$ cat src/shared/sho_pkg.sv
// constants and types for the second headphone output control bank
// assumes a 32-bit apb slave; register offsets are word indices
// Notes on behaviour
// - 6-bit gain: 0 min, 111001 unity, all ones max; resets to unity
// - written gains wait pending until a volume commit bit is written as one
// - per-channel zero-cross enable bit 13 defers gain changes to a crossing
// - per-channel mute bit 14; right mute acts on either polarity path
// - feed mute bit 9 routes right stage; resets 1, inverter enable resets 0
// - output control bit 2 enables common-return ground feedback; resets 0
// - beep bit 15 injects right aux input into right output; 3-bit gain
`default_nettype none
package sho_pkg;
  localparam int unsigned DATA_W = 32;
  localparam logic [7:0] IDX_OUT_CTRL = 8'h4c;
  localparam logic [7:0] IDX_LEFT_VOL = 8'h6a;
  localparam logic [7:0] IDX_RIGHT_VOL = 8'h6b;
  localparam logic [7:0] IDX_BEEP = 8'h6f;
  localparam logic [7:0] IDX_STATUS = 8'h70;
  localparam int unsigned MUTE_BIT = 14;
  localparam int unsigned ZC_BIT = 13;
  localparam int unsigned INV_BIT = 10;
  localparam int unsigned INV_MUTE_BIT = 9;
  localparam int unsigned VU_BIT = 8;
  localparam int unsigned GAIN_LSB = 2;
  localparam int unsigned GAIN_W = 6;
  localparam int unsigned FB_BIT = 2;
  localparam int unsigned BEEP_EN_BIT = 15;
  localparam int unsigned BEEP_GAIN_LSB = 5;
  localparam int unsigned BEEP_GAIN_W = 3;
  localparam int unsigned STAT_RGAIN_LSB = 8;
  localparam int unsigned STAT_LWAIT_BIT = 6;
  localparam int unsigned STAT_RWAIT_BIT = 14;
  localparam logic [GAIN_W-1:0] GAIN_RST = 6'h39;
  localparam logic INV_MUTE_RST = 1'b1;
  localparam logic INV_RST = 1'b0;
  localparam logic FB_RST = 1'b0;
  localparam logic [BEEP_GAIN_W-1:0] BEEP_GAIN_RST = 3'h0;
  localparam logic MUTE_RST = 1'b0;
  localparam logic ZC_RST = 1'b0;
  localparam logic BEEP_EN_RST = 1'b0;

  typedef struct packed {
    logic [GAIN_W-1:0] left_gain;
    logic [GAIN_W-1:0] right_gain;
    logic left_mute;
    logic right_mute;
    logic right_inverter_enable;
    logic right_inverter_feed_mute;
    logic pair_ground_feedback_enable;
    logic beep_inject_enable;
    logic [BEEP_GAIN_W-1:0] beep_inject_gain;
  } sho_ctrl_type;

  typedef enum logic {SHO_IDLE, SHO_WAIT} sho_zc_state_type;
endpackage : sho_pkg
`default_nettype wire

$ cat src/hw/sho_gain_stage.sv
// one channel's gain applier: commit pulse, optional zero-cross deferral
// assumes zc_event is a one-cycle pulse already in the clk domain
`default_nettype none
module sho_gain_stage (
  input wire logic clk,
  input wire logic rst,
  input wire logic commit,
  input wire logic zc_enable,
  input wire logic zc_event,
  input wire logic [sho_pkg::GAIN_W-1:0] gain_in,
  output logic [sho_pkg::GAIN_W-1:0] gain_out,
  output logic waiting
);
  sho_pkg::sho_zc_state_type state_r, state_nxt;
  logic [sho_pkg::GAIN_W-1:0] gain_r, gain_nxt, target_r, target_nxt;

  always_comb begin
    state_nxt = state_r;
    gain_nxt = gain_r;
    target_nxt = target_r;
    case (state_r)
      sho_pkg::SHO_IDLE: begin
        if (commit && !zc_enable) begin
          gain_nxt = gain_in;
        end else if (commit) begin
          target_nxt = gain_in;
          state_nxt = sho_pkg::SHO_WAIT;
        end
      end
      sho_pkg::SHO_WAIT: begin
        // a fresh commit while waiting replaces the target, or applies at once if zero-cross is now off
        if (commit && !zc_enable) begin
          gain_nxt = gain_in;
          state_nxt = sho_pkg::SHO_IDLE;
        end else if (commit) begin
          target_nxt = gain_in;
        end else if (zc_event || !zc_enable) begin
          gain_nxt = target_r;
          state_nxt = sho_pkg::SHO_IDLE;
        end
      end
      default: state_nxt = sho_pkg::SHO_IDLE;
    endcase
  end

  always_ff @(posedge clk) begin
    if (rst) begin
      state_r <= sho_pkg::SHO_IDLE;
      gain_r <= sho_pkg::GAIN_RST;
      target_r <= sho_pkg::GAIN_RST;
    end else begin
      state_r <= state_nxt;
      gain_r <= gain_nxt;
      target_r <= target_nxt;
    end
  end

  assign gain_out = gain_r;
  assign waiting = (state_r == sho_pkg::SHO_WAIT);
endmodule : sho_gain_stage
`default_nettype wire

$ cat src/hw/sho_regs.sv
// apb register bank for the second headphone output pair
// assumes zero-cross comparator levels arrive asynchronously and toggle
// at each crossing; analogue side consumes ctrl directly
//
// The implementer's own choice: the APB interface to the registers.
`default_nettype none
module sho_regs #(
  parameter int unsigned ADDR_W = 12
) (
  input wire logic clk,
  input wire logic rst,
  input wire logic psel,
  input wire logic penable,
  input wire logic pwrite,
  input wire logic [ADDR_W-1:0] paddr,
  input wire logic [sho_pkg::DATA_W-1:0] pwdata,
  output logic [sho_pkg::DATA_W-1:0] prdata,
  output logic pready,
  output logic pslverr,
  input wire logic [1:0] zero_cross_in,
  output sho_pkg::sho_ctrl_type ctrl
);
  if (ADDR_W < 10) begin : g_chk
    $error("sho_regs: ADDR_W must reach byte address of index 0x70");
  end

  localparam logic [ADDR_W-1:0] A_CTRL =
    ADDR_W'({sho_pkg::IDX_OUT_CTRL, 2'b00});
  localparam logic [ADDR_W-1:0] A_LVOL =
    ADDR_W'({sho_pkg::IDX_LEFT_VOL, 2'b00});
  localparam logic [ADDR_W-1:0] A_RVOL =
    ADDR_W'({sho_pkg::IDX_RIGHT_VOL, 2'b00});
  localparam logic [ADDR_W-1:0] A_BEEP =
    ADDR_W'({sho_pkg::IDX_BEEP, 2'b00});
  localparam logic [ADDR_W-1:0] A_STAT =
    ADDR_W'({sho_pkg::IDX_STATUS, 2'b00});

  // bus state
  logic pready_r, pready_nxt, pslverr_r, pslverr_nxt;
  logic [sho_pkg::DATA_W-1:0] prdata_r, prdata_nxt;
  // control state
  logic lmute_r, lmute_nxt, rmute_r, rmute_nxt;
  logic lzc_r, lzc_nxt, rzc_r, rzc_nxt;
  logic inv_r, inv_nxt, invm_r, invm_nxt, fb_r, fb_nxt;
  logic beep_r, beep_nxt, commit_r, commit_nxt;
  logic [sho_pkg::BEEP_GAIN_W-1:0] bgain_r, bgain_nxt;
  logic [sho_pkg::GAIN_W-1:0] lpend_r, lpend_nxt, rpend_r, rpend_nxt;
  // zero-cross synchronisers; s1 is read only by s2
  logic [1:0] zc_s1_r, zc_s2_r, zc_s3_r, zc_ev;
  logic [1:0] zc_en, waiting;
  logic [sho_pkg::GAIN_W-1:0] act_gain [2];
  logic [sho_pkg::GAIN_W-1:0] pend_gain [2];

  logic setup, wr;
  assign setup = psel && !penable;
  assign wr = psel && penable && pready_r && pwrite;

  always_comb begin
    pready_nxt = setup;
    pslverr_nxt = 1'b0;
    prdata_nxt = '0;
    if (!setup) begin
      pslverr_nxt = 1'b0;
    end else if (paddr == A_CTRL) begin
      prdata_nxt[sho_pkg::FB_BIT] = fb_r;
    end else if (paddr == A_LVOL) begin
      prdata_nxt[sho_pkg::MUTE_BIT] = lmute_r;
      prdata_nxt[sho_pkg::ZC_BIT] = lzc_r;
      prdata_nxt[sho_pkg::GAIN_LSB +: sho_pkg::GAIN_W] = lpend_r;
    end else if (paddr == A_RVOL) begin
      prdata_nxt[sho_pkg::MUTE_BIT] = rmute_r;
      prdata_nxt[sho_pkg::ZC_BIT] = rzc_r;
      prdata_nxt[sho_pkg::INV_BIT] = inv_r;
      prdata_nxt[sho_pkg::INV_MUTE_BIT] = invm_r;
      prdata_nxt[sho_pkg::GAIN_LSB +: sho_pkg::GAIN_W] = rpend_r;
    end else if (paddr == A_BEEP) begin
      prdata_nxt[sho_pkg::BEEP_EN_BIT] = beep_r;
      prdata_nxt[sho_pkg::BEEP_GAIN_LSB +: sho_pkg::BEEP_GAIN_W] = bgain_r;
    end else if (paddr == A_STAT) begin
      prdata_nxt[0 +: sho_pkg::GAIN_W] = act_gain[0];
      prdata_nxt[sho_pkg::STAT_LWAIT_BIT] = waiting[0];
      prdata_nxt[sho_pkg::STAT_RGAIN_LSB +: sho_pkg::GAIN_W] = act_gain[1];
      prdata_nxt[sho_pkg::STAT_RWAIT_BIT] = waiting[1];
    end else begin
      pslverr_nxt = 1'b1;
    end
  end

  always_comb begin
    lmute_nxt = lmute_r;
    rmute_nxt = rmute_r;
    lzc_nxt = lzc_r;
    rzc_nxt = rzc_r;
    inv_nxt = inv_r;
    invm_nxt = invm_r;
    fb_nxt = fb_r;
    beep_nxt = beep_r;
    bgain_nxt = bgain_r;
    lpend_nxt = lpend_r;
    rpend_nxt = rpend_r;
    commit_nxt = 1'b0;
    if (!wr) begin
      commit_nxt = 1'b0;
    end else if (paddr == A_CTRL) begin
      fb_nxt = pwdata[sho_pkg::FB_BIT];
    end else if (paddr == A_LVOL) begin
      lmute_nxt = pwdata[sho_pkg::MUTE_BIT];
      lzc_nxt = pwdata[sho_pkg::ZC_BIT];
      lpend_nxt = pwdata[sho_pkg::GAIN_LSB +: sho_pkg::GAIN_W];
      commit_nxt = pwdata[sho_pkg::VU_BIT];
    end else if (paddr == A_RVOL) begin
      rmute_nxt = pwdata[sho_pkg::MUTE_BIT];
      rzc_nxt = pwdata[sho_pkg::ZC_BIT];
      inv_nxt = pwdata[sho_pkg::INV_BIT];
      invm_nxt = pwdata[sho_pkg::INV_MUTE_BIT];
      rpend_nxt = pwdata[sho_pkg::GAIN_LSB +: sho_pkg::GAIN_W];
      commit_nxt = pwdata[sho_pkg::VU_BIT];
    end else if (paddr == A_BEEP) begin
      beep_nxt = pwdata[sho_pkg::BEEP_EN_BIT];
      bgain_nxt = pwdata[sho_pkg::BEEP_GAIN_LSB +: sho_pkg::BEEP_GAIN_W];
    end
  end

  always_ff @(posedge clk) begin
    if (rst) begin
      pready_r <= 1'b0;
      pslverr_r <= 1'b0;
      prdata_r <= '0;
      lmute_r <= sho_pkg::MUTE_RST;
      rmute_r <= sho_pkg::MUTE_RST;
      lzc_r <= sho_pkg::ZC_RST;
      rzc_r <= sho_pkg::ZC_RST;
      inv_r <= sho_pkg::INV_RST;
      invm_r <= sho_pkg::INV_MUTE_RST;
      fb_r <= sho_pkg::FB_RST;
      beep_r <= sho_pkg::BEEP_EN_RST;
      bgain_r <= sho_pkg::BEEP_GAIN_RST;
      lpend_r <= sho_pkg::GAIN_RST;
      rpend_r <= sho_pkg::GAIN_RST;
      commit_r <= 1'b0;
      zc_s1_r <= 2'h0;
      zc_s2_r <= 2'h0;
      zc_s3_r <= 2'h0;
    end else begin
      pready_r <= pready_nxt;
      pslverr_r <= pslverr_nxt;
      prdata_r <= prdata_nxt;
      lmute_r <= lmute_nxt;
      rmute_r <= rmute_nxt;
      lzc_r <= lzc_nxt;
      rzc_r <= rzc_nxt;
      inv_r <= inv_nxt;
      invm_r <= invm_nxt;
      fb_r <= fb_nxt;
      beep_r <= beep_nxt;
      bgain_r <= bgain_nxt;
      lpend_r <= lpend_nxt;
      rpend_r <= rpend_nxt;
      commit_r <= commit_nxt;
      zc_s1_r <= zero_cross_in;
      zc_s2_r <= zc_s1_r;
      zc_s3_r <= zc_s2_r;
    end
  end

  assign zc_en = {rzc_r, lzc_r};
  assign pend_gain[0] = lpend_r;
  assign pend_gain[1] = rpend_r;

  // commit arrives a cycle after the write, so pending gains are settled
  for (genvar ch = 0; ch < 2; ch++) begin : g_ch
    assign zc_ev[ch] = zc_s2_r[ch] ^ zc_s3_r[ch];
    sho_gain_stage u_stage (
      .clk(clk),
      .rst(rst),
      .commit(commit_r),
      .zc_enable(zc_en[ch]),
      .zc_event(zc_ev[ch]),
      .gain_in(pend_gain[ch]),
      .gain_out(act_gain[ch]),
      .waiting(waiting[ch])
    );
  end

  assign prdata = prdata_r;
  assign pready = pready_r;
  assign pslverr = pslverr_r;
  assign ctrl.left_gain = act_gain[0];
  assign ctrl.right_gain = act_gain[1];
  // mute is separate from the polarity bits, so it covers both paths
  assign ctrl.left_mute = lmute_r;
  assign ctrl.right_mute = rmute_r;
  assign ctrl.right_inverter_enable = inv_r;
  assign ctrl.right_inverter_feed_mute = invm_r;
  assign ctrl.pair_ground_feedback_enable = fb_r;
  assign ctrl.beep_inject_enable = beep_r;
  assign ctrl.beep_inject_gain = bgain_r;
endmodule : sho_regs
`default_nettype wire

$ cat config.mk
export PLATFORM = sky130hd
export DESIGN_NAME = sho_regs
export DESIGN_NICKNAME = d
export VERILOG_FILES = /design/src/shared/sho_pkg.sv /design/src/hw/sho_gain_stage.sv /design/src/hw/sho_regs.sv
export SDC_FILE = /design/constraint.sdc
export NUM_CORES = 1
export LEC_CHECK = 0
export BUFFER_PORTS_ARGS = -buffer_cell sky130_fd_sc_hd__buf_2
export CAP_MARGIN = 25
export CORE_MARGIN = 2
export CORE_UTILIZATION = 50
export CTS_BUF_LIST = sky130_fd_sc_hd__clkbuf_16
export CTS_CLUSTER_DIAMETER = 100
export CTS_CLUSTER_SIZE = 8
export DETAILED_ROUTE_END_ITERATION = 8
export PLACE_DENSITY = 0.76
export SLEW_MARGIN = 10
export SYNTH_ARGS = -nofsm -noshare
export SYNTH_HDL_FRONTEND = slang
export SYNTH_SLANG_ARGS = --single-unit
$ cat constraint.sdc
create_clock -name clk -period 2 [get_ports clk]
set_input_delay 0.3 -clock clk [delete_from_list [all_inputs] [get_ports clk]]
set_output_delay 0.3 -clock clk [all_outputs]
set_load 0.01 [all_outputs]
* Yosys cells after proc, flatten, opt, wreduce, memory -nomap -nowiden
Index checks and enable logic that the tools add are counted.
** Cells by class
- Equal/unequal tests :: 11
- Mux-type cells :: 40
- Bitwise operators :: 13
- Reductions and logical operators :: 26
** Operator list (count)
- 6-bit 2-to-1 mux :: 14
- 12-bit by 9-bit equality test with 1-bit output, second input constant :: 5
- 6-bit case mux with 2 select lines :: 2
- 7-bit 2-to-1 mux :: 3
- 1-bit 2-to-1 mux :: 14
- 3-bit != test, second input constant :: 4
- 6-bit OR reduction :: 2
- 1-bit NOT :: 11
- 3-bit AND reduction :: 3
- 2-bit 2-to-1 mux :: 4
- 7-bit OR reduction :: 1
- 1-bit logical AND :: 6
- 2-bit AND reduction :: 3
- 3-bit OR reduction :: 2
- 5-bit 2-to-1 mux :: 1
- 5-bit AND reduction :: 1
- 2-bit by 1-bit != test with 1-bit output, second input constant :: 2
- 1-bit case mux with 2 select lines :: 2
- 4-bit AND reduction :: 1
- 4-bit OR reduction :: 1
- 1-bit zero test :: 3
- 1-bit logical OR :: 2
- 2-bit OR reduction :: 1
- 1-bit bitwise XOR :: 2
** Word-level totals
- Register bits :: 90
- Bits of input ports :: 51
- Word-level logic and storage cells :: 119

* Depth between registers and ports, before layout
Gate-level depths: netlist (run 1).
- Word-level depth :: 6
- Mapped depth :: 6
- Mapped depth without buffers :: 4

* Modules after synthesis
Synthesis (run 1) repeated with hierarchy kept, for this count alone.
** Second synthesis, totals
- Cell total of the unflattened synthesis :: 355
- Area, all modules :: 3359.5 um^2
** By module, submodules not included
- sho_regs :: times used 1, cells each 227, area each 2168.3 um^2, seq. area each 960.9 um^2
- sho_gain_stage :: times used 2, cells each 64, area each 595.6 um^2, seq. area each 260.2 um^2

* Least setup slack after synthesis (run 1)
No wires, ideal clock.
- Path kind :: input -> register
- Start :: input port paddr[1]
- End :: register invm_r
- Setup time :: 117 ps
- Data arrival time :: 1665 ps
- Slack :: 218 ps
- Cell stages on the path :: 5
- Path buffers :: 1
- Path through :: or4b_4 buf_6 nor4_4 mux2i_1 nand2b_1
** On the way
- Word-level cells in the longest chain between the ends :: 3
- Elaborated cells on any way between the ends :: 6
- Classes of those cells :: 3 x eq/ne; 2 x bitwise; 1 x reduce/logical
** Ends and longest elaborated chain
- start, declared :: line sho_regs.sv:15 : input wire logic [ADDR_W-1:0] paddr,
- 12-bit by 9-bit equality test with 1-bit output (on tied branches) :: line sho_regs.sv:106, sho_regs.sv:104
- 1-bit NOT (no source line)
- 4-bit AND reduction (no source line) *
- end signal, assigned :: line sho_regs.sv:134 : invm_r <= sho_pkg::INV_MUTE_RST;
- end signal, assigned :: line sho_regs.sv:153 : invm_r <= invm_nxt;
- end, declared :: line sho_regs.sv:44 : logic inv_r, inv_nxt, invm_r, invm_nxt, fb_r, fb_nxt;
Mark *: on every way between the ends. The rest lies on a longest branch, timed or not.
A chain may end at the register's enable or synchronous reset.

* Worst setup path in the final report (run 1)
- Start :: register commit_r
- End :: register g_ch[0].u_stage.gain_r, in the netlist g_ch[0].u_stage.gain_out[3]
** On the way
- Word-level cells in the longest chain between the ends :: 3
- Elaborated cells on any way between the ends :: 7
- Classes of those cells :: 3 x eq/ne; 2 x mux; 2 x reduce/logical
** Ends and longest elaborated chain
- start, declared :: line sho_regs.sv:45 : logic beep_r, beep_nxt, commit_r, commit_nxt;
- start signal, assigned :: line sho_regs.sv:159 : commit_r <= commit_nxt;
- 1-bit logical AND :: line sho_gain_stage.sv:23, sho_gain_stage.sv:32
- 3-bit != test (no source line), or another cell as far along
- 3-bit AND reduction (no source line) / 6-bit case mux with 2 select lines (equally long branches)
- end signal, assigned :: line sho_gain_stage.sv:49 : gain_r <= sho_pkg::GAIN_RST;
- end signal, assigned :: line sho_gain_stage.sv:53 : gain_r <= gain_nxt;
- end, declared :: line sho_gain_stage.sv:15 : logic [sho_pkg::GAIN_W-1:0] gain_r, gain_nxt, target_r, target_nxt;
Several ways; a longest one is shown, not always the timed one.

==> impl_metrics.csv, run 1 <==
group,metric,value,unit
status,status,"completed",
setup_path,path_cells,"nor2b_1 > nand2b_1 > a2111oi_0 > nor2_1",
die,core,6350,µm²
clock_network,cts_buffer_depth,2,
setup_path,worst-path-buf-inv,0,
setup_path,critPathCaptureType,"flip-flop",
global_routing,met2_usage,0.354,
synth,seq_area_frac_synth,0.452,
clock_network,cts.sinks,74,
timing,setup-tns-final,0,ps
finish,drive_gt1_frac,0.257,
detailed_routing,totalWireLength,7.72,mm
timing,min_period,1760,ps
power,peakVddDrop,0.509,mV
timing,max_freq,0.568,GHz
timing,hold_viol_final,0,
clock_network,root_buffer,"clkbuf_16",
detailed_routing,drc_errors,0,
detailed_routing,final_antenna_net_count,0,
job,maxCapViolCount,0,
detailed_routing,vias_per_cell,5.57,
timing,clock_skew,3.53,ps
power,p_leak,0.00177,µW
clock_network,cts_tree,"yes",
synth,synth-seq-cells,74,
power,power_switching,677,µW
finish,synthToLayoutAreaGrowth,21.4,%
global_routing,grt_max_degree,46,
die,start_util,0.516,
clock_network,post-cts-setup-buffer-count,0,
finish,nets,481,
power,power_density,826,nW/µm²
power,p_sw_frac,0.206,
power,pwr-share-clk,0.505,
die,ios,106,
detailed_routing,dr.pass1.iters,5,
detailed_routing,wire_per_inst,15.1,µm
clock_network,clk_pin_slew,60,ps
setup_path,critical_path.top_delay_family,"compound AO/OA/AOI/OAI gates",
synth,synth_flop_cell,"dfxtp_1",
setup_path,worstSetupStartpointType,"flip-flop",
setup_path,slowest_stage,"a2111oi_0",
synth,synth_edf_count,0,
setup_path,slowest_delay,610,ps
finish,seq_area,1480,µm²
detailed_routing,dr.first_iter.drc_count,123,
finish,layout_common_cells,"74 x dfxtp_1, 69 x buf_2, 61 x nor2_1",
timing,fin_crit_sh,0.880,
synth,synth.largest_area_cell,"dfxtp_1",
global_routing,met3_usage,0.0486,
finish,fillers,558,
synth,synth_top_area_frac,0.452,
die,die_area,7220,µm²
die,die_w,85.0,µm
global_routing,grt_pass1_vias,2611,
finish,multi_input_area,1610,µm²
timing,holdWs,181,ps
global_routing,grt-ovfl-total,0,
power,intPower,2610,µW
detailed_routing,vias,2851,
timing,drv_slew,0,
min_path,hold_class,"primary input to flip-flop",
timing,slew_headroom,0.619,
setup_path,arrival,1960,ps
global_routing,grt_use_total,0.220,
timing,worst_pin_slew,558,ps
timing,rsz0062_at_grt,"no",
clock_network,post_cts_resized,0,
placement,portBuffers,69,
die,rows,29,
finish,mostFrequentLayoutCell,"dfxtp_1",
finish,diodes,0,
synth,syn_inst,357,
synth,ys_warn_count,0,
synth,synthArstFlopShare,0,
clock_network,numCtsBuffers,9,
setup_path,critPathKind,"flip-flop to flip-flop",
global_routing,grt_pass1_wl,12.5,mm
synth,synth_area_leaders,"dfxtp_1 45%, mux2i_1 8.9%, nor2_1 7.0%",
setup_path,cp_max_fo,12,
placement,place_hpwl,5.59,mm
synth,syn_avg_cell_area,9.18,µm²
setup_path,required,2200,ps
clock_network,hold_buffers,0,
clock_network,clkLatencyLatePin,330,ps
global_routing,busiest_layer,"met2",
global_routing,grt_util_met1,0.283,
power,combPwrFrac,0.044,
synth,synth.distinct_cells,46,
global_routing,grt_antenna_before_repair,0,
placement,gp_congestion,0.866,
power,power_frac_seq,0.451,
synth,syn_area,3280,µm²
die,fp.dieH,85.0,µm
clock_network,h-tree-depth,3,
timing,setup-violations-final,0,
final cells by class:
class	count	area share
Timing Repair Buffer	87	0.121
Inverter	1	0.000943
Sequential cell	74	0.372
Multi-Input combinational cell	257	0.404
Tap cell	77	0.0242
Clock inverter	7	0.0214
Clock buffer	9	0.0566
flip-flops by register name (all words and copies together) (netlist names):
signal / cells
rpend_r: 6
prdata: 16
zc_s3_r: 2
pslverr: 1
rmute_r: 1
invm_r: 1
bgain_r: 3
commit_r: 1
zc_s1_r: 2
lzc_r: 1
inv_r: 1
g_ch.u_stage.waiting: 2
g_ch.u_stage.gain_out: 12
beep_r: 1
fb_r: 1
zc_s2_r: 2
lmute_r: 1
lpend_r: 6
pready: 1
g_ch.u_stage.target_r: 12
rzc_r: 1
cells in the mapped netlist (2+ instances only):
library cell	number
xnor2_1	2
nand4b_1	2
o22a_1	2
a32oi_1	3
nor4_2	2
nand3_1	8
nand2_1	18
or4b_1	2
buf_1	2
dfxtp_1	74
and3_1	8
a22oi_1	4
and2_1	5
a2111oi_0	8
clkbuf_1	14
a211o_1	8
nand2b_1	6
o22ai_1	2
or2_2	2
nor2_1	61
nor2b_1	11
nor3b_1	3
nand4_1	5
o21ai_0	2
mux2_2	4
mux2i_1	29
a21oi_1	12
buf_4	22
nor4_1	2
nor3_1	10
a211oi_1	7
and4_1	3
layer usage:
metal  routed length, µm  up-vias
met3                 528       21
li1                    -     1384
met2                3650      126
met4                 212        0
met1                3320     1320
met5                   0        -
power by group through the flow:
| stage | Combinational, µW | Sequential (µW) | Clock (µW) |
|---|---|---|---|
| after global placement | 139 | 1520 | 0 |
| after CTS | 142 | 1480 | 1690 |
| final | 145 | 1480 | 1660 |
| after detailed placement | 142 | 1520 | 0 |
| after floorplan | 103 | 1520 | 0 |
| after global routing | 158 | 1480 | 1750 |
worst paths after layout:
kind                                  startpoint  slack, ps  cells after the start                     endpoint
worst max register to register          commit_r        240                      4  g_ch[0].u_stage.gain_out[3]
worst min-delay path            zero_cross_in[0]        180                      2                   zc_s1_r[0]
worst max-delay path                    commit_r        240                      4  g_ch[0].u_stage.gain_out[3]
worst min register to register        zc_s1_r[0]        440                      1                   zc_s2_r[0]
logic make-up after synthesis:
group | Yosys count | share of synthesized area
and+or+nand+nor | 155 | 0.251
AOI/OAI and AO/OA | 51 | 0.113
DFF | 74 | 0.452
buffers and inverters | 41 | 0.0748
other | 1 | 0.00114
muxes | 33 | 0.102
xor gates and xnor gates | 2 | 0.00534
stage by stage:
step / instances / total power [µW] / setup WS, ps / cell area (µm²) / util
after floorplan: 372 / 1620 / 218 / 3330 / -
after global placement: 496 / 1650 / 170 / 3670 / 0.578
after detailed placement: 496 / 1660 / 176 / 3670 / 0.578
after CTS: 512 / 3320 / 257 / 3980 / 0.627
after global routing: 512 / 3390 / 113 / 3980 / 0.627
final: 512 / 3290 / 240 / 3980 / 0.627
No activity file was read; power rests on OpenSTA's default activity.
==> run 2: changes to the inputs <==
--- a/config.mk
+++ b/config.mk
@@ -8,13 +8,14 @@
 export BUFFER_PORTS_ARGS = -buffer_cell sky130_fd_sc_hd__buf_2
 export CAP_MARGIN = 25
 export CORE_MARGIN = 2
-export CORE_UTILIZATION = 50
+export CORE_UTILIZATION = 51
 export CTS_BUF_LIST = sky130_fd_sc_hd__clkbuf_16
 export CTS_CLUSTER_DIAMETER = 100
 export CTS_CLUSTER_SIZE = 8
 export DETAILED_ROUTE_END_ITERATION = 8
-export PLACE_DENSITY = 0.76
+export PLACE_DENSITY = 0.77
 export SLEW_MARGIN = 10
 export SYNTH_ARGS = -nofsm -noshare
 export SYNTH_HDL_FRONTEND = slang
+export SYNTH_HIERARCHICAL = 1
 export SYNTH_SLANG_ARGS = --single-unit
==> impl_metrics.csv, run 2 <==
group,metric,value,unit
power,power_frac_seq,0.493,
die,die_w,85.2,µm
timing,slew_headroom,0.509,
setup_path,slowest_delay,680,ps
detailed_routing,final_antenna_net_count,0,
die,rows,29,
timing,setup-violations-final,0,
synth,synth-seq-cells,74,
detailed_routing,drt-met1-wl,3.50,mm
status,status,"completed",
finish,drive_gt1_frac,0.309,
setup_path,slowest_stage,"or4_4",
power,pwr-share-clk,0.458,
finish,mostFrequentLayoutCell,"dfxtp_1",
clock_network,h-tree-depth,3,
setup_path,cp_max_fo,10,
clock_network,root_buffer,"clkbuf_16",
clock_network,post-cts-setup-buffer-count,0,
timing,worst_pin_slew,735,ps
clock_network,clkLatencyLatePin,330,ps
timing,max_freq,0.604,GHz
power,peakVddDrop,0.691,mV
synth,synth_flop_cell,"dfxtp_1",
placement,place_hpwl,5.52,mm
setup_path,rrSetupSlack,370,ps
global_routing,grt_antenna_before_repair,0,
timing,hold_viol_final,0,
placement,gp_congestion,0.836,
finish,synthToLayoutAreaGrowth,19.3,%
min_path,hp-start,"zero_cross_in[0]",
clock_network,clk_pin_slew,50,ps
finish,nets,478,
global_routing,grt_use_total,0.222,
clock_network,post_cts_resized,0,
timing,min_period,1650,ps
detailed_routing,dr.pass1.iters,4,
timing,rsz0062_at_grt,"no",
synth,synth_top_area_frac,0.441,
finish,fin_util,0.631,
synth,ys_warn_count,6,
die,ios,106,
power,power_switching,661,µW
setup_path,critPathKind,"primary input to flip-flop",
die,die_area,7250,µm²
finish,layout_common_cells,"74 x dfxtp_1, 69 x buf_2, 35 x nor2_1",
setup_path,arrival,1860,ps
setup_path,path_cells,"buf_2 > or4b_4 > or4_4 > o21ai_2 > a21oi_1",
clock_network,cts_tree,"yes",
global_routing,grt-ovfl-total,0,
setup_path,r2r-end,"g_ch[1].u_stage/gain_out[1]",
global_routing,grt_pass1_wl,12.6,mm
synth,synth.largest_area_cell,"dfxtp_1",
synth,synth_commonest_cells,"74 x dfxtp_1, 35 x nor2_1, 24 x buf_4",
setup_path,worstSetupStartpointType,"primary input",
setup_path,setup.worst_path.start,"paddr[9]",
timing,fin_crit_sh,0.827,
detailed_routing,vias_per_cell,5.57,
timing,setup-tns-final,0,ps
detailed_routing,highest_layer,"met4",
setup_path,critical_path.top_delay_family,"simple AND/OR/NAND/NOR gates",
detailed_routing,totalWireLength,7.65,mm
setup_path,rr_worst_depth,3,
finish,diodes,0,
global_routing,grt_max_degree,68,
power,power_density,751,nW/µm²
setup_path,timing.rr.start,"commit_r",
synth,seq_area_frac_synth,0.441,
power,p_sw_frac,0.220,
detailed_routing,met2WireLength,3.46,mm
die,core,6350,µm²
detailed_routing,drc_errors,0,
synth,synth_edf_count,0,
detailed_routing,vias,2832,
placement,portBuffers,69,
synth,synth_area_leaders,"dfxtp_1 44%, buf_4 5.4%, nor2_1 3.9%",
power,combPwrFrac,0.049,
synth,synthArstFlopShare,0,
die,start_util,0.529,
global_routing,grt_pass1_vias,2577,
setup_path,critPathCapture,"rmute_r",
detailed_routing,wl_met3,532,µm
placement,dp_cells,493,
clock_network,cts_buffer_depth,2,
synth,synth.distinct_cells,54,
power,intPower,2350,µW
synth,syn_area,3360,µm²
clock_network,hold_buffers,0,
setup_path,required,2200,ps
detailed_routing,dr.first_iter.drc_count,195,
finish,fillers,580,
timing,holdWs,181,ps
detailed_routing,wire_per_inst,15.1,µm
timing,drv_slew,0,
synth,syn_avg_cell_area,9.46,µm²
clock_network,numCtsBuffers,9,
synth,syn_inst,355,
finish,largest_reg_flops,16,
finish,fin_cells,508,
setup_path,cp_num_cells,5,
setup_path,worst-path-buf-inv,1,
min_path,hold_class,"primary input to flip-flop",
die,fp.dieH,85.2,µm
timing,clock_skew,3.75,ps
power,p_leak,0.00162,µW
synth,yosys.cell_count.top_type,"dfxtp_1",
setup_path,critPathCaptureType,"flip-flop",
clock_network,cts.sinks,74,
job,maxCapViolCount,0,
==> run 2: cell types whose count changed after synthesis, moves of 9 or more <==
cell     before  now
mux2i_1      29   10
o21ai_2       0    9
nor2_1       61   35
nand3_1       8   19
nand2_1      18    7
inv_1         1   11
==> run 2: routing by layer <==
layer / GRT usage / vias to the layer above
li1: - / 1391
met1: 0.303 / 1328
met2: 0.335 / 103
met3: 0.0447 / 10
met4: 0.111 / 0
met5: 0 / -
==> run 2: how the worst min path moves through the flow <==
stage	end	slack, ps	cells after the start
global placement	zc_s2_r[0]	420	1
CTS	zc_s1_r[1]	170	2
detailed placement	zc_s2_r[1]	420	1
finish	zc_s1_r[0]	180	2
global route	zc_s1_r[1]	180	2
floorplan	zc_s2_r[0]	410	1
==> run 2: logic make-up after synthesis <==
family / after synthesis / synth area share
compound gates: 75 / 0.166
xor+xnor: 2 / 0.00522
buf+inv: 53 / 0.0931
flops: 74 / 0.441
mux: 12 / 0.0365
other cells: 1 / 0.00112
simple gates: 138 / 0.257
==> run 2: power groups by stage <==
stage	Combinational [µW]	Sequential [µW]	Clock (µW)
after floorplan	107	1520	0
after global placement	142	1510	0
after detailed placement	145	1520	0
after CTS	146	1480	1400
after global routing	160	1480	1460
final	147	1480	1380
==> run 2: layout make-up <==
class / instances / area, µm² / share of cell area
Clock buffer: 9 / 225 / 0.0562
Clock inverter: 6 / 27.5 / 0.00687
Inverter: 11 / 41.3 / 0.0103
Multi-Input combinational cell: 243 / 1620 / 0.405
Sequential cell: 74 / 1480 / 0.370
Tap cell: 77 / 96.3 / 0.0240
Timing Repair Buffer: 88 / 513 / 0.128
==> run 2: per-stage QoR <==
step	worst slack [ps]	area (µm²)	power [µW]
global placement	37.1	3750	1660
finish	345	4010	3010
CTS	355	4010	3030
detailed placement	9.89	3750	1660
floorplan	63.6	3420	1620
global route	199	4010	3100
==> run 3: changes to the inputs <==
==> constraint.sdc (replaced) <==
create_clock -name clk -period 1.6 [get_ports clk]
set_input_delay 0.24 -clock clk [delete_from_list [all_inputs] [get_ports clk]]
set_output_delay 0.24 -clock clk [all_outputs]
set_load 0.01 [all_outputs]
==> impl_metrics.csv, run 3 (synthesis gave the netlist of run 2 again) <==
group,metric,value,unit
global_routing,grt_util_met1,0.296,
global_routing,grt_use_total,0.231,
finish,final_area,4330,µm²
finish,drive_gt1_frac,0.362,
setup_path,setup.worst_path.start,"paddr[6]",
global_routing,grt_max_degree,50,
clock_network,hold_buffers,0,
status,violations,"negative setup slack",
die,die_area,7250,µm²
die,rows,29,
detailed_routing,vias_per_cell,5.61,
timing,setup-violations-final,1,
finish,nets,502,
detailed_routing,final_antenna_net_count,0,
die,die_w,85.2,µm
global_routing,grt_antenna_before_repair,0,
detailed_routing,dr.first_iter.drc_count,223,
timing,min_period,1620,ps
die,start_util,0.529,
finish,synthToLayoutAreaGrowth,29.0,%
placement,place_hpwl,5.73,mm
timing,clock_skew,4.21,ps
global_routing,busiest_layer,"met2",
setup_path,cp_max_fo,5,
setup_path,critPathKind,"primary input to flip-flop",
min_path,hold_class,"primary input to flip-flop",
clock_network,cts_tree,"yes",
placement,placed_area,3920,µm²
finish,diodes,0,
setup_path,rr_worst_depth,5,
clock_network,root_buffer,"clkbuf_16",
global_routing,grt-ovfl-total,0,
power,finalPower,4140,µW
timing,max_freq,0.616,GHz
min_path,hp-start,"zero_cross_in[1]",
clock_network,numCtsBuffers,9,
placement,portBuffers,69,
detailed_routing,wire_per_inst,15.8,µm
clock_network,cts.sinks,74,
die,ios,106,
timing,setup-tns-final,-24.6,ps
setup_path,required,1810,ps
clock_network,clkLatencyLatePin,330,ps
finish,fin_util,0.682,
timing,hold_viol_final,0,
detailed_routing,drc_errors,0,
timing,fin_crit_sh,1.02,
die,fp.dieH,85.2,µm
status,status,"finished with violations",
power,peakVddDrop,1.11,mV
finish,fin_cells,533,
clock_network,clk_pin_slew,50,ps
job,maxCapViolCount,0,
global_routing,grt_pass1_vias,2746,
timing,drv_slew,0,
setup_path,timing.rr.start,"pready",
setup_path,r2r-end,"lmute_r",
detailed_routing,dr.pass1.iters,4,
timing,rsz0062_at_grt,"yes",
setup_path,critPathCaptureType,"flip-flop",
finish,mostFrequentLayoutCell,"dfxtp_1",
global_routing,grt_pass1_wl,13.1,mm
setup_path,arrival,1840,ps
placement,gp_congestion,0.833,
global_routing,met3_usage,0.0535,
detailed_routing,totalWireLength,8.43,mm
clock_network,cts_buffer_depth,2,
global_routing,met2_usage,0.364,
clock_network,h-tree-depth,3,
setup_path,rrSetupSlack,-10,ps
power,power_density,955,nW/µm²
die,core,6350,µm²
power,p_leak,0.00180,µW
setup_path,critPathCapture,"lmute_r",
detailed_routing,vias,2990,
finish,largest_reg_flops,16,
setup_path,worstSetupStartpointType,"primary input",
timing,worst_slack,-24.6,ps
placement,dp_cells,512,
finish,layout_common_cells,"74 x dfxtp_1, 66 x buf_2, 35 x nor2_1, 35 x buf_4",
[run 3: cell types whose count changed in the layout (fill, tap and decap cells not counted), sizes merged]
cell / before / now
buf: 88 / 111
bufinv: 0 / 2
inv: 13 / 12
or4: 1 / 2
[run 3: layout make-up]
class	instances	area (µm²)
fill	510	2020
multi-input combinational	244	1660
clock inverter	7	85.1
timing repair buffer	111	741
tap	77	96.3
clock buffer	9	225
sequential	74	1480
inverter	11	41.3
[run 3: worst max-delay path, stage by stage]
cell and delay (ps):
buf_6 90, or4bb_4 590, or4_4 640, o21ai_2 190, a21oi_2 80
[run 3: per-layer routing]
metal  share of wire  vias up
met3           0.083       17
met1            0.42     1391
li1                -     1450
met2            0.47      132
met4           0.022        0
met5               0        -
[run 3: metrics by stage]
step | setup slack (ps) | hold WS (ps)
2_1_floorplan | -263 | 358
3_3_place_gp | -283 | 416
3_5_place_dp | -334 | 424
4_1_cts | 9.24 | 112
5_1_grt | -60.2 | 117
6_report | -24.6 | 114
[run 3: how the worst min path moves through the flow]
| stage | cells after the start | slack [ps] | end |
|---|---|---|---|
| 5_1_grt | 2 | 120 | zc_s1_r[1] |
| 4_1_cts | 2 | 110 | zc_s1_r[1] |
| 2_1_floorplan | 1 | 360 | pready |
| 3_5_place_dp | 1 | 420 | zc_s2_r[1] |
| 3_3_place_gp | 1 | 420 | zc_s2_r[1] |
| 6_report | 2 | 110 | zc_s1_r[1] |
[run 3: where the power goes]
group / switching, µW / total (µW) / internal, µW
Clock: 722 / 2070 / 1350
Sequential: 3.04 / 1850 / 1850
Combinational: 125 / 216 / 90.9
[run 3: what timing repair did]
action / CTS / global route
endpoints found under the setup margin: 1 / 20
resized for setup: 1 / 13
pin swaps: 0 / 7
endpoints found under the hold margin: 0 / 0
buffers inserted: 0 / 4
gates cloned: 0 / 1
